`config.mk`:
```
export PLATFORM = sky130hd
export DESIGN_NAME = assc_ctrl
export DESIGN_NICKNAME = d
export VERILOG_FILES = /design/src/assc_pkg.sv /design/src/assc_ctrl.sv
export SDC_FILE = /design/constraint.sdc
export NUM_CORES = 1
export LEC_CHECK = 0
export BUFFER_PORTS_ARGS = -buffer_cell sky130_fd_sc_hd__buf_4
export CORE_ASPECT_RATIO = 1.1
export CORE_UTILIZATION = 30
export CTS_CLUSTER_SIZE = 10
export DETAILED_ROUTE_END_ITERATION = 8
export GPL_ROUTABILITY_DRIVEN = 0
export GPL_TIMING_DRIVEN = 0
export HOLD_SLACK_MARGIN = 0.06
export PLACE_DENSITY = 0.46
export RECOVER_POWER = 25
export REMOVE_ABC_BUFFERS = 1
export SYNTH_ARGS = -nofsm -noshare
export SYNTH_HDL_FRONTEND = slang
export SYNTH_SLANG_ARGS = --single-unit
```
`constraint.sdc`:
```
create_clock -name sys_clk -period 3.9 [get_ports sys_clk]
set_input_delay 0.195 -clock sys_clk [delete_from_list [all_inputs] [get_ports sys_clk]]
set_output_delay 0.195 -clock sys_clk [all_outputs]
set_load 0.01 [all_outputs]
```
`src/assc_pkg.sv`:
```
// Purpose: constants and types for the slot sequence controller
// Assumes: 25 MHz system clock, converter clocked by a divider enable
// Notes: slot encoding and register map are local choices
package assc_pkg;
  localparam int unsigned SLOT_COUNT = 64;
  localparam int unsigned CHAN_COUNT = 30;
  localparam int unsigned RES_W = 12;
  localparam int unsigned CONV_DIV = 4;
  localparam int unsigned CAL_CLOCKS = 3840;
  localparam int unsigned CAL_CYCLES = CAL_CLOCKS * CONV_DIV;
  localparam int unsigned SAMPLE_CLOCKS = 16;
  localparam logic [5:0] MAIN_START = 6'h00;
  localparam logic [5:0] LAST_SLOT = 6'h3F;
  // register map, word addresses in bytes
  localparam logic [7:0] ADDR_CTRL = 8'h00;
  localparam logic [7:0] ADDR_STATUS = 8'h04;
  localparam logic [7:0] ADDR_RESULT = 8'h08;
  localparam logic [7:0] ADDR_SLOT_BASE = 8'h80;
  localparam int unsigned CTRL_RES_LSB = 0;
  localparam int unsigned CTRL_RUN_BIT = 2;
  localparam logic [2:0] CTRL_RESET = 3'h4;
  localparam logic [31:0] UNMAPPED_DATA = 32'h00000000;

  typedef enum logic [2:0] {
    ASSC_OP_IDLE, ASSC_OP_SAMPLE, ASSC_OP_SAMPLE_BR, ASSC_OP_CAL,
    ASSC_OP_CAL_BR, ASSC_OP_BRANCH, ASSC_OP_PDOWN, ASSC_OP_STOP
  } assc_op_t;

  typedef enum logic [1:0] {
    ASSC_RES_12, ASSC_RES_10, ASSC_RES_8, ASSC_RES_RSV
  } assc_res_t;

  // slot word: [13:11] op, [10:6] channel, [5:0] target
  typedef struct packed {
    assc_op_t op;
    logic [4:0] chan;
    logic [5:0] target;
  } assc_slot_t;

  typedef struct packed {
    logic [5:0] address;
    logic read;
    logic write;
    logic [31:0] writedata;
  } assc_bus_req_t;
endpackage

```
`src/assc_ctrl.sv`:
```
// Purpose: slot sequence controller sharing one converter among channels
// Assumes: Avalon-MM slave, one wait state on reads, no wait on writes
// Notes: converter handshake is start / busy / raw data
//
// Implementation choices: the address map and register access over Avalon-MM.
module assc_ctrl (
  input wire logic sys_clk, // 25 MHz system clock
  input wire logic reset_n, // synchronous reset, active low
  input wire logic [5:0] avs_address, // word address
  input wire logic avs_read, // read strobe
  input wire logic avs_write, // write strobe
  input wire logic [31:0] avs_writedata, // write data
  output logic [31:0] avs_readdata, // read data
  output logic avs_waitrequest, // stall
  input wire logic manual_step_select, // 1: manual stepping
  input wire logic step_pulse, // manual step trigger
  input wire logic branch_request, // jump request
  input wire logic [5:0] target_slot_in, // jump target slot
  output logic [5:0] slot_out, // current slot
  output logic slot_done, // slot finished pulse
  output logic sample_active, // sample running
  output logic [4:0] conv_channel, // channel being converted
  output logic conv_start, // converter start pulse
  output logic conv_calibrate, // calibrate request level
  output logic conv_powerdown, // converter power-down level
  input wire logic conv_busy, // converter busy
  input wire logic [11:0] conv_raw, // raw converter data
  output logic [11:0] conversion_result_port, // aligned result
  output logic result_valid // result update pulse
);
  typedef enum logic [2:0] {S_FETCH, S_EXEC, S_CONV, S_CAL, S_DONE, S_HALT} assc_st_t;

  typedef assc_pkg::assc_slot_t assc_slot_t;

  logic [13:0] slot_mem [0:assc_pkg::SLOT_COUNT-1];
  logic [13:0] slot_rd;
  assc_slot_t cur;

  logic ms1_q, ms2_q, sp1_q, sp2_q, sp3_q, br1_q, br2_q;
  logic [5:0] tg1_q, tg2_q;
  logic [11:0] raw1_q, raw2_q;
  logic bz1_q, bz2_q;

  assc_st_t st_q, st_d;
  logic [5:0] slot_q, slot_d;
  logic [13:0] cnt_q, cnt_d;
  logic pdown_q, pdown_d;
  logic start_q, start_d;
  logic done_q, done_d;
  logic [4:0] chan_q, chan_d;
  logic [11:0] res_q, res_d;
  logic rv_q, rv_d;
  logic [2:0] ctrl_q, ctrl_d;
  logic rdv_q, rdv_d;
  logic [31:0] rdata_q, rdata_d;
  logic [1:0] div_q, div_d;
  logic conv_tick;

  // drop low bits as resolution requires
  function automatic logic [11:0] align_res(input logic [11:0] raw, input logic [1:0] res);
    logic [11:0] v;
    v = raw;
    if (res == assc_pkg::ASSC_RES_10) begin
      v = {raw[11:2], 2'h0};
    end else if (res == assc_pkg::ASSC_RES_8) begin
      v = {raw[11:4], 4'h0};
    end
    return v;
  endfunction

  function automatic logic [5:0] next_slot(input logic [5:0] s);
    return (s == assc_pkg::LAST_SLOT) ? assc_pkg::MAIN_START : s + 6'h01;
  endfunction

  assign slot_rd = slot_mem[slot_q];
  assign cur = assc_slot_t'(slot_rd);
  assign conv_tick = (div_q == 2'(assc_pkg::CONV_DIV - 1));
  wire logic step_rise = sp2_q & ~sp3_q;
  wire logic go = ms2_q ? step_rise : ctrl_q[assc_pkg::CTRL_RUN_BIT];

  always_ff @(posedge sys_clk) begin
    ms1_q <= manual_step_select;
    ms2_q <= ms1_q;
    sp1_q <= step_pulse;
    sp2_q <= sp1_q;
    sp3_q <= sp2_q;
    br1_q <= branch_request;
    br2_q <= br1_q;
    tg1_q <= target_slot_in;
    tg2_q <= tg1_q;
    raw1_q <= conv_raw;
    raw2_q <= raw1_q;
    bz1_q <= conv_busy;
    bz2_q <= bz1_q;
  end

  always_ff @(posedge sys_clk) begin
    if (avs_write && avs_address >= assc_pkg::ADDR_SLOT_BASE[7:2]) begin
      slot_mem[avs_address - assc_pkg::ADDR_SLOT_BASE[7:2] + 6'h00] <= avs_writedata[13:0];
    end
  end

  always_comb begin
    st_d = st_q;
    slot_d = slot_q;
    cnt_d = cnt_q;
    pdown_d = pdown_q;
    start_d = 1'b0;
    done_d = 1'b0;
    chan_d = chan_q;
    res_d = res_q;
    rv_d = 1'b0;
    div_d = conv_tick ? 2'h0 : div_q + 2'h1;
    case (st_q)
      S_FETCH: begin
        if (go) begin
          st_d = S_EXEC;
        end
      end
      S_EXEC: begin
        chan_d = cur.chan;
        cnt_d = 14'h0000;
        case (cur.op)
          assc_pkg::ASSC_OP_SAMPLE, assc_pkg::ASSC_OP_SAMPLE_BR: begin
            if (pdown_q) begin
              st_d = S_DONE;
            end else begin
              start_d = 1'b1;
              st_d = S_CONV;
            end
          end
          assc_pkg::ASSC_OP_CAL, assc_pkg::ASSC_OP_CAL_BR: begin
            pdown_d = 1'b0;
            st_d = S_CAL;
          end
          assc_pkg::ASSC_OP_PDOWN: begin
            pdown_d = 1'b1;
            done_d = 1'b1;
            st_d = S_HALT;
          end
          assc_pkg::ASSC_OP_STOP: begin
            done_d = 1'b1;
            st_d = S_HALT;
          end
          default: st_d = S_DONE;
        endcase
      end
      S_CONV: begin
        if (conv_tick) begin
          cnt_d = cnt_q + 14'h0001;
        end
        if (cnt_q >= 14'(assc_pkg::SAMPLE_CLOCKS) && !bz2_q) begin
          res_d = align_res(raw2_q, ctrl_q[1:0]);
          rv_d = 1'b1;
          st_d = S_DONE;
        end
      end
      S_CAL: begin
        if (cnt_q == 14'(assc_pkg::CAL_CYCLES - 1)) begin
          st_d = S_DONE;
        end else begin
          cnt_d = cnt_q + 14'h0001;
        end
      end
      S_DONE: begin
        done_d = 1'b1;
        st_d = S_FETCH;
        if (br2_q) begin
          slot_d = tg2_q;
        end else if (cur.op == assc_pkg::ASSC_OP_SAMPLE_BR || cur.op == assc_pkg::ASSC_OP_CAL_BR
                     || cur.op == assc_pkg::ASSC_OP_BRANCH) begin
          slot_d = cur.target;
        end else begin
          slot_d = next_slot(slot_q);
        end
      end
      default: begin
        if (br2_q) begin
          slot_d = tg2_q;
          st_d = S_FETCH;
        end else if (ms2_q && step_rise) begin
          slot_d = next_slot(slot_q);
          st_d = S_FETCH;
        end
      end
    endcase
  end

  always_ff @(posedge sys_clk) begin
    if (!reset_n) begin
      st_q <= S_FETCH;
      slot_q <= assc_pkg::MAIN_START;
      cnt_q <= 14'h0000;
      pdown_q <= 1'b0;
      start_q <= 1'b0;
      done_q <= 1'b0;
      chan_q <= 5'h00;
      res_q <= 12'h000;
      rv_q <= 1'b0;
      div_q <= 2'h0;
    end else begin
      st_q <= st_d;
      slot_q <= slot_d;
      cnt_q <= cnt_d;
      pdown_q <= pdown_d;
      start_q <= start_d;
      done_q <= done_d;
      chan_q <= chan_d;
      res_q <= res_d;
      rv_q <= rv_d;
      div_q <= div_d;
    end
  end

  // register bus: writes land at once, reads answer one cycle later
  always_comb begin
    ctrl_d = ctrl_q;
    rdv_d = avs_read && !rdv_q;
    rdata_d = rdata_q;
    if (avs_write && avs_address == assc_pkg::ADDR_CTRL[7:2]) begin
      ctrl_d = avs_writedata[2:0];
    end
    if (avs_read && !rdv_q) begin
      if (avs_address == assc_pkg::ADDR_CTRL[7:2]) begin
        rdata_d = {29'h0, ctrl_q};
      end else if (avs_address == assc_pkg::ADDR_STATUS[7:2]) begin
        rdata_d = {22'h0, pdown_q, st_q, slot_q};
      end else if (avs_address == assc_pkg::ADDR_RESULT[7:2]) begin
        rdata_d = {20'h0, res_q};
      end else if (avs_address >= assc_pkg::ADDR_SLOT_BASE[7:2]) begin
        rdata_d = {18'h0, slot_mem[avs_address - assc_pkg::ADDR_SLOT_BASE[7:2] + 6'h00]};
      end else begin
        rdata_d = assc_pkg::UNMAPPED_DATA;
      end
    end
  end

  always_ff @(posedge sys_clk) begin
    if (!reset_n) begin
      ctrl_q <= assc_pkg::CTRL_RESET;
      rdv_q <= 1'b0;
      rdata_q <= 32'h00000000;
    end else begin
      ctrl_q <= ctrl_d;
      rdv_q <= rdv_d;
      rdata_q <= rdata_d;
    end
  end

  assign avs_waitrequest = avs_read && !rdv_q;
  assign avs_readdata = rdata_q;
  assign slot_out = slot_q;
  assign slot_done = done_q;
  assign sample_active = (st_q == S_CONV);
  assign conv_channel = chan_q;
  assign conv_start = start_q;
  assign conv_calibrate = (st_q == S_CAL);
  assign conv_powerdown = pdown_q;
  assign conversion_result_port = res_q;
  assign result_valid = rv_q;

  a_slot_done_pulse: assert property (@(posedge sys_clk) disable iff (!reset_n)
    slot_done |=> !slot_done) else $error("slot done longer than one cycle");
  a_reset_slot_zero: assert property (@(posedge sys_clk)
    !reset_n |=> slot_out == 6'h00) else $error("slot not zero after reset");
  a_res_ten_zero: assert property (@(posedge sys_clk) disable iff (!reset_n)
    (result_valid && ctrl_q[1:0] == 2'h1) |-> conversion_result_port[1:0] == 2'h0)
    else $error("ten bit low bits not zero");
  a_res_eight_zero: assert property (@(posedge sys_clk) disable iff (!reset_n)
    (result_valid && ctrl_q[1:0] == 2'h2) |-> conversion_result_port[3:0] == 4'h0)
    else $error("eight bit low bits not zero");
  a_pdown_no_sample: assert property (@(posedge sys_clk) disable iff (!reset_n)
    conv_powerdown |-> !conv_start) else $error("sample while powered down");
  a_cal_length: assert property (@(posedge sys_clk) disable iff (!reset_n)
    $rose(conv_calibrate) |-> conv_calibrate [*8]) else $error("calibration too short");
  a_wrap_to_zero: assert property (@(posedge sys_clk) disable iff (!reset_n)
    (st_q == S_DONE && !br2_q && cur.op == assc_pkg::ASSC_OP_IDLE && slot_q == 6'h3F)
    |=> slot_out == 6'h00) else $error("no wrap at last slot");
  a_branch_target: assert property (@(posedge sys_clk) disable iff (!reset_n)
    (st_q == S_DONE && br2_q) |=> slot_out == $past(tg2_q)) else $error("jump missed");
  a_stop_holds: assert property (@(posedge sys_clk) disable iff (!reset_n)
    (st_q == S_HALT && !br2_q && !(ms2_q && step_rise)) |=> st_q == S_HALT)
    else $error("halt left without trigger");
endmodule

```
-- After elaboration in Yosys (flattened, before gate mapping)
Memory sizes are Yosys's and may differ from the RTL's. A register that Yosys moved wholly into a read port is not among the register bits.
Cells that the tools add are included.
- bitwise gates (word level): 4
- reduce and logical (&&, ||, !) cells: 27
- equality and inequality tests: 23
- order comparisons: 2
- add/sub/neg operators: 4
- mux-type cells: 33
- operators with widths (kind ; count):
    14-bit two-way mux ; 6
    6-bit two-way mux ; 7
    14-bit one-hot mux with 3 select lines ; 1
    3-bit two-way mux ; 6
    3-bit == test, second input constant ; 5
    3-bit one-hot mux with 5 select lines ; 1
    14-bit by 1-bit adder with 14-bit output, second input constant ; 1
    14-bit == test, second input constant ; 1
    14-bit by 5-bit greater-or-equal comparator with 1-bit output, second input constant ; 1
    3-bit by 2-bit == test with 1-bit output, second input constant ; 4
    6-bit one-hot mux with 2 select lines ; 1
    3-bit one-hot mux with 3 select lines ; 1
    4-bit two-way mux ; 2
    2-bit AND reduction ; 4
    2-bit OR reduction ; 4
    7-bit nonzero test ; 1
    6-bit by 1-bit adder with 6-bit output, second input constant ; 1
    3-bit by 1-bit == test with 1-bit output, second input constant ; 2
    6-bit by 1-bit == test with 1-bit output, second input constant ; 1
    6-bit by 2-bit == test with 1-bit output, second input constant ; 1
    6-bit == test, second input constant ; 1
    6-bit greater-or-equal comparator, second input constant ; 1
    6-bit zero test ; 1
    1-bit two-way mux ; 6
    18 further kinds ; 33
- logic and storage cells: 120
- output and inout port bits: 62
- memories kept: 1
- bits in registers: 127
- memory bits (writable): 896
- bits of input ports: 64
- memories (memory ; words ; width ; read ports ; clocked after Yosys merged registers in ; write ports ; line ; source):
    slot_mem ; 64 ; 14 ; 2 ; 1 ; 1 ; assc_ctrl.sv:35 ; logic [13:0] slot_mem [0:assc_pkg::SLOT_COUNT-1];

-- Depth between registers and ports, before layout
Gate-level depths: netlist (run 1).
- word-level depth: 8
- mapped depth: 14

-- Worst setup path after synthesis (run 1)
Ideal clock, no wire load.
- path kind: in2reg
- from: input avs_address[2]
- to: memory slot_mem[15][0], enable pin
- stages on the path: 7
- setup slack: 1.066 ns
- data required time: 3.516 ns
- data arrival time: 2.449 ns
- library setup time: 0.384 ns
- cell sequence: clkbuf_1 -> clkbuf_1 -> clkbuf_1 -> buf_1 -> and3_1 -> nand3_1 -> nor2_1
- longest elaborated chain between the ends: 4
- elaborated cells between the ends (all ways): 5
- RTL lines (item ; line ; source):
    start, declared ; assc_ctrl.sv:9 ; input wire logic [5:0] avs_address,
    6-bit greater-or-equal comparator ; assc_ctrl.sv:98 ; if (avs_write && avs_address >= assc_pkg::ADDR_SLOT_BASE[7:2]) begin
    1-bit logical AND ; assc_ctrl.sv:98 ;
    1-bit two-way mux ; assc_ctrl.sv:98 ;
    1-bit two-way mux (implied by the code) ; assc_ctrl.sv:99 ; slot_mem[avs_address - assc_pkg::ADDR_SLOT_BASE[7:2] + 6'h00] <= avs_writedata[13:0];
    end, declared ; assc_ctrl.sv:35 ;
Parallel ways exist; a longest one is shown, timed or not.

==> reports/qor.csv, run 1 <==
metric,value,unit
status,finished with violations,
violations,"max-capacitance violations, max-slew violations",
fin_tns_setup,0,ns
dp_worst_setup_slack,-0.637,ns
utilization,36.8,%
grtUsageTotal,15.7,%
ys_seq_area_share,69.8,%
row_count,143,
cts_max_path_buffers,3,
endpoint_kind,flip-flop,
drv_slew,521,
nFillCells,12800,
area_growth,21.7,%
p_sw_share,26.2,%
via_count,22500,
fin_crit_sh,97.6,%
antenna_cells,0,
path_max_fanout,44,
peakVddDrop,320,uV
p_int,20.1,mW
die-area,0.141,mm2
grt_pass1_vias,23500,
synth_ff_type,edfxtp_1,
async_flop_share,0,%
placed_cells,4344,
core-area,0.138,mm2
synthDistinctLibCells,63,
grt_max_degree,75,
final_cell_area,0.0509,mm2
cts_inserted_buffers,113,
cts_root_buf,clkbuf_16,
fin_crit,3.81,ns
criticalPathCategory,flip-flop to flip-flop,
final_common_cell,edfxtp_1,
overflow,0,
stdcell_count,4585,
timing.rr.end,conv_start$_SDFF_PN0_,
numPortBuffers,89,
clock_insertion_delay_worst_skew,0.72,ns
synth_cells,2082,
synth_area_leaders,"edfxtp_1, mux4_2, dfxtp_1",
final_cell_mix,"edfxtp_1, conb_1, mux4_2",
pwr-share-seq,47.0,%
dpl.hpwl,69900,um
reg2reg_depth,8,
fin_hold_ws,0.141,ns
holdPathStages,2,
p_per_area,535,mW/mm2
comb_power_share,17.7,%
drt-initial-drc-count,1827,
tightest_slew,2.58,ns
wirelength,111000,um
cts_sinks,1011,
htreeDepth,3,
cap_violations,8,
grt_pass1_wl,160000,um
startpoint_type,flip-flop,
antenna_found_initial,1,
worstPathRequired,4.45,ns
clkTransAtPathRegs,0.06,ns
worstHoldStart,conv_raw[3],
start_util,30.2,%
crit_arrival,4.36,ns
clkPwrFrac,35.3,%
p_sw,7.14,mW
drive_gt1_share,25.4,%
drtPass1Iterations,6,
ant_nets,0,
setup_ws,0.0935,ns
finalHoldViolCount,0,
slew_headroom,-71.7,%
synth-seq-cells,1011,
setup_violations,0,
yosys.area.top_type,edfxtp_1,
fin_nets,2763,
fin_worst_skew,0.0266,ns
fmax,263,MHz
r2r_slack,0.09,ns
avgViaCountPerCell,4.91,
boundaryPins,126,
leakagePower,16.8,nW
yosysWarnings,0,
synth_top_area_share,64.3,%
min_to,raw1_q[3]$_DFF_P_,
total_power,27.2,mW
avgSynthCellArea,20.1,um2
die_w,358,um
drc,0,
cts_tree,yes,
dieHeight,394,um
synth-edff-count,896,
syn_area,0.0418,mm2
hold_path_class,primary input to flip-flop,
detail_route.wl_per_cell,24.2,um
placedInstanceArea,0.0472,mm2
## worst max-delay path by stage
stage          slack (ns)                     to  cells past startpoint
3_5_place_dp        -0.64              flip-flop                     12
4_1_cts              0.10              flip-flop                     12
2_1_floorplan       -6.69              flip-flop                      8
6_report             0.09  conv_start$_SDFF_PN0_                      8
3_3_place_gp       -12.76              flip-flop                      8
5_1_grt             -0.02  conv_start$_SDFF_PN0_                      8
## power by group through the flow
stage | Clock [mW] | Sequential, mW | Combinational, mW
2_1_floorplan | 0 | 13.2 | 3.25
3_3_place_gp | 0 | 13.4 | 4.37
4_1_cts | 9.93 | 12.8 | 4.87
5_1_grt | 10.3 | 12.9 | 5.20
6_report | 9.62 | 12.8 | 4.81
3_5_place_dp | 0 | 13.0 | 4.72
## Yosys cell counts (all sizes together) (22+ instances only)
cell and instances:
o21ai 22, nand2 72, dfxtp 115, mux4 383, edfxtp 896, clkbuf 58
a21oi 64, a22oi 26, buf 93, o22ai 26, nor2 106, mux2i 26
## timing repair
item                                    4_1_cts  5_1_grt
buffers inserted                              4        1
endpoints found under the hold margin       944        0
gates resized for setup                       5        1
endpoints found under the setup margin       20       15
hold buffers                                 41        0
pin swaps                                     1        0
gates cloned                                  0        2
## sequential cells by signal (all words and copies together), names as in the netlist, 12 cells and up, named ones only
| name | cells |
|---|---|
| avs_readdata | 14 |
| cnt_q | 14 |
| conversion_result_port | 12 |
| raw1_q | 12 |
| raw2_q | 12 |
| slot_mem | 896 |
## layer usage
metal / part of all wire, % / up-vias / global-route usage [%]
li1: - / 9543 / -
met3: 6.5 / 170 / 2.87
met5: 0 / - / 0
met4: 2.3 / 0 / 4.70
met2: 48 / 786 / 25.5
met1: 43 / 12000 / 21.4
## kinds of logic (layout without fill, tap and decap cells)
| group | count (synthesis) | after routing | share of synthesized area (%) |
|---|---|---|---|
| AOI/OAI and AO/OA | 212 | 212 | 3.42 |
| xor gates and xnor gates | 12 | 12 | 0.251 |
| adders and majority gates | 4 | 4 | 0.120 |
| buffers and inverters | 161 | 387 | 2.03 |
| DFF | 1011 | 1011 | 69.8 |
| muxes | 410 | 410 | 21.3 |
| other | 1 | 466 | 0.00896 |
| and+or+nand+nor | 271 | 271 | 3.06 |
## critical path, stage by stage (launching register included)
cell and delay (ns):
dfxtp_4 0.85, buf_16 0.34, mux4_2 0.56, a22oi_1 0.36, nand4_1 0.28, a211oi_4 0.32
buf_4 0.19, nand2_1 0.07, a2111oi_1 0.59
## layout make-up
| cell class | count | area (um2) | area share (%) |
|---|---|---|---|
| Multi-Input combinational cell | 1375 | 13800 | 27.0 |
| Inverter | 10 | 37.5 | 0.0737 |
| Tap cell | 1812 | 2270 | 4.45 |
| Clock inverter | 8 | 80.1 | 0.157 |
| Timing Repair Buffer | 184 | 2380 | 4.68 |
| Clock buffer | 185 | 3160 | 6.20 |
| Sequential cell | 1011 | 29200 | 57.4 |
Power figures use the tool's default switching activity.
==> run 2, diff against run 1 <==
--- a/config.mk
+++ b/config.mk
@@ -7,6 +7,7 @@
 export LEC_CHECK = 0
 export BUFFER_PORTS_ARGS = -buffer_cell sky130_fd_sc_hd__buf_4
 export CORE_ASPECT_RATIO = 1.1
+export CORE_MARGIN = 2
 export CORE_UTILIZATION = 30
 export CTS_CLUSTER_SIZE = 10
 export DETAILED_ROUTE_END_ITERATION = 8
==> constraint.sdc (replaced) <==
create_clock -name sys_clk -period 3.9 [get_ports sys_clk]
set_input_delay 0.39 -clock sys_clk [delete_from_list [all_inputs] [get_ports sys_clk]]
set_output_delay 0.39 -clock sys_clk [all_outputs]
set_load 0.01 [all_outputs]
==> reports/qor.csv, run 2 (synthesized netlist as in run 1, its figures left out) <==
metric,value,unit,change
boundaryPins,126,,unchanged
grt_pass1_wl,163000,um,+1.3%
start_util,30.2,%,unchanged
status,finished with violations,,
cts_root_buf,clkbuf_16,,
crit_buf_inv,4,,+2
fin_tns_setup,0,ns,unchanged
final_cell_mix,"edfxtp_1, conb_1, mux4_2",,
avgViaCountPerCell,4.90,,about the same
slew_headroom,-75.4,%,-3.8 points
worstPathRequired,4.50,ns,+0.05 ns
cts_tree,yes,,
startpoint_type,flip-flop,,
core-area,0.138,mm2,unchanged
cap_violations,10,,+2
htreeDepth,3,,unchanged
crit_slowest_cell,mux4_2,,
drv_slew,651,,+25%
hold_path_class,primary input to flip-flop,,
ant_nets,0,,unchanged
rsz0062_at_grt,false,,
dieHeight,396,um,+0.51%
cpMostUsedCell,buf_16,,
drive_gt1_share,25.3,%,-0.11 points
largest_reg_flops,896,,unchanged
criticalPathCategory,flip-flop to flip-flop,,
drt-initial-drc-count,1939,,+6.1%
row_count,143,,unchanged
tightest_slew,2.63,ns,+0.0563 ns
numPortBuffers,89,,unchanged
antenna_cells,0,,unchanged
fin_nets,2744,,-0.69%
grtUsageTotal,15.7,%,about the same
die_w,360,um,+0.56%
holdPathStages,5,,+3
fin_hold_ws,0.187,ns,+0.0458 ns
min_to,avs_readdata[12]$_SDFFE_PN0P_,,
leakagePower,16.7,nW,-0.37%
r2r_slack,0.32,ns,+0.23 ns
cp_cell_sequence,buf_16 > buf_16 > buf_16 > mux4_2 > a22oi_1 > nand4_1 > a211oi_4 > buf_12 > nand3_4 > and3_1 > a211oi_1 > nor2_1,,
nFillCells,12800,,+0.33%
fin_crit,3.58,ns,-0.228 ns
drtPass1Iterations,5,,-1
worstHoldStart,avs_address[5],,
seq_area,0.0292,mm2,unchanged
setup_ws,0.321,ns,+0.228 ns
wirelength,113000,um,+1.9%
cts_sinks,1011,,unchanged
crit_arrival,4.18,ns,-0.18 ns
fmax,279,MHz,+6.4%
violations,"max-capacitance violations, max-slew violations",,
cts_max_path_buffers,3,,unchanged
dpl.hpwl,69600,um,-0.37%
via_count,22500,,-0.044%
overflow,0,,unchanged
setup_violations,0,,unchanged
multiInputGateArea,0.0138,mm2,+0.12%
antenna_found_initial,4,,+3
fin_crit_sh,91.8,%,-5.8 points
grt_pass1_vias,23300,,-0.49%
p_per_area,546,mW/mm2,+2.1%
fin_worst_skew,0.0425,ns,+0.0160 ns
dp_worst_setup_slack,-0.605,ns,+0.0325 ns
endpoint_kind,flip-flop,,
clock_insertion_delay_worst_skew,0.74,ns,+0.02 ns
utilization,36.7,%,-0.10 points
detail_route.wl_per_cell,24.6,um,+1.9%
die-area,0.142,mm2,+1.1%
drc,0,,unchanged
final_common_cell,edfxtp_1,,
grt_max_degree,84,,+12%
slowest_delay,0.53,ns,-0.32 ns
cpLargestDelayFamily,buffers and inverters,,
path_max_fanout,40,,-9.1%
cts_inserted_buffers,117,,+3.5%
peakVddDrop,330,uV,+3.1%
area_growth,21.4,%,
reg2reg_depth,12,,+4
clkTransAtPathRegs,0.06,ns,about the same
finalHoldViolCount,0,,unchanged
-- run 2: changes by cell type in the layout (fill, tap and decap cells not counted), sizes merged --
cell	previous run	this run
buf	111	102
clkbuf	217	238
clkinv	3	7
clkinvlp	0	1
dlygate4sd3	41	25
inv	15	14
-- run 2: how the worst max path moves through the flow --
stage               slack (ns)   endpoint  depth (start not counted)
floorplan                -6.69  flip-flop                          8
global placement        -12.75  flip-flop                          8
detailed placement       -0.60  flip-flop                         10
CTS                       0.03  flip-flop                         10
global route              0.08  flip-flop                         12
finish                    0.32  flip-flop                         12
-- run 2: repair_timing --
item / in CTS / in global routing
setup endpoints to repair: 20 / 13
gates resized for setup: 3 / 1
hold buffers: 25 / 0
cloned: 0 / 2
pin swaps: 1 / 0
hold endpoints to repair: 43 / 0
buffers inserted: 3 / 3
-- run 2: routing by layer --
layer	track usage [%]	part of all wire [%]	up-vias	wire length (um)
li1	-	-	9512	-
met1	20.7	42	12000	47400
met2	26.3	49	778	55400
met3	2.87	6.1	185	6920
met4	5.23	2.7	8	3030
met5	0	0.042	-	47
-- run 2: worst register-to-register path: stages, from the launching register on --
cell and delay [ns]:
dfxtp_4 0.47, buf_16 0.28, buf_16 0.31, buf_16 0.25, mux4_2 0.55, a22oi_1 0.20
nand4_1 0.24, a211oi_4 0.37, buf_12 0.15, nand3_4 0.12, and3_1 0.23, a211oi_1 0.20
nor2_1 0.09
-- run 2: power by group --
part	internal, mW	leakage [nW]	switching, mW	total [mW]
registers	12.4	9.36	0.401	12.8
clock network	5.77	1.66	4.28	10.1
logic	2.28	5.69	2.65	4.93
total	20.4	16.7	7.33	27.7
-- run 2: final cells by class --
cell class                      instances  share of cell area (%)
Sequential cell                      1011                    57.5
Timing Repair Buffer                  161                    3.90
Clock buffer                          204                    6.59
Clock inverter                         12                   0.273
Multi-Input combinational cell       1375                    27.1
Tap cell                             1812                    4.46
Inverter                               10                  0.0739
-- run 2: metrics by stage --
stage / std cells / power [mW] / instance area [um2]
2_1_floorplan: 2396 / 16.4 / 42800
3_3_place_gp: 4297 / 17.9 / 45700
3_5_place_dp: 4336 / 17.8 / 46900
4_1_cts: 4580 / 28.1 / 50700
5_1_grt: 4585 / 28.9 / 50800
6_report: 4585 / 27.7 / 50800
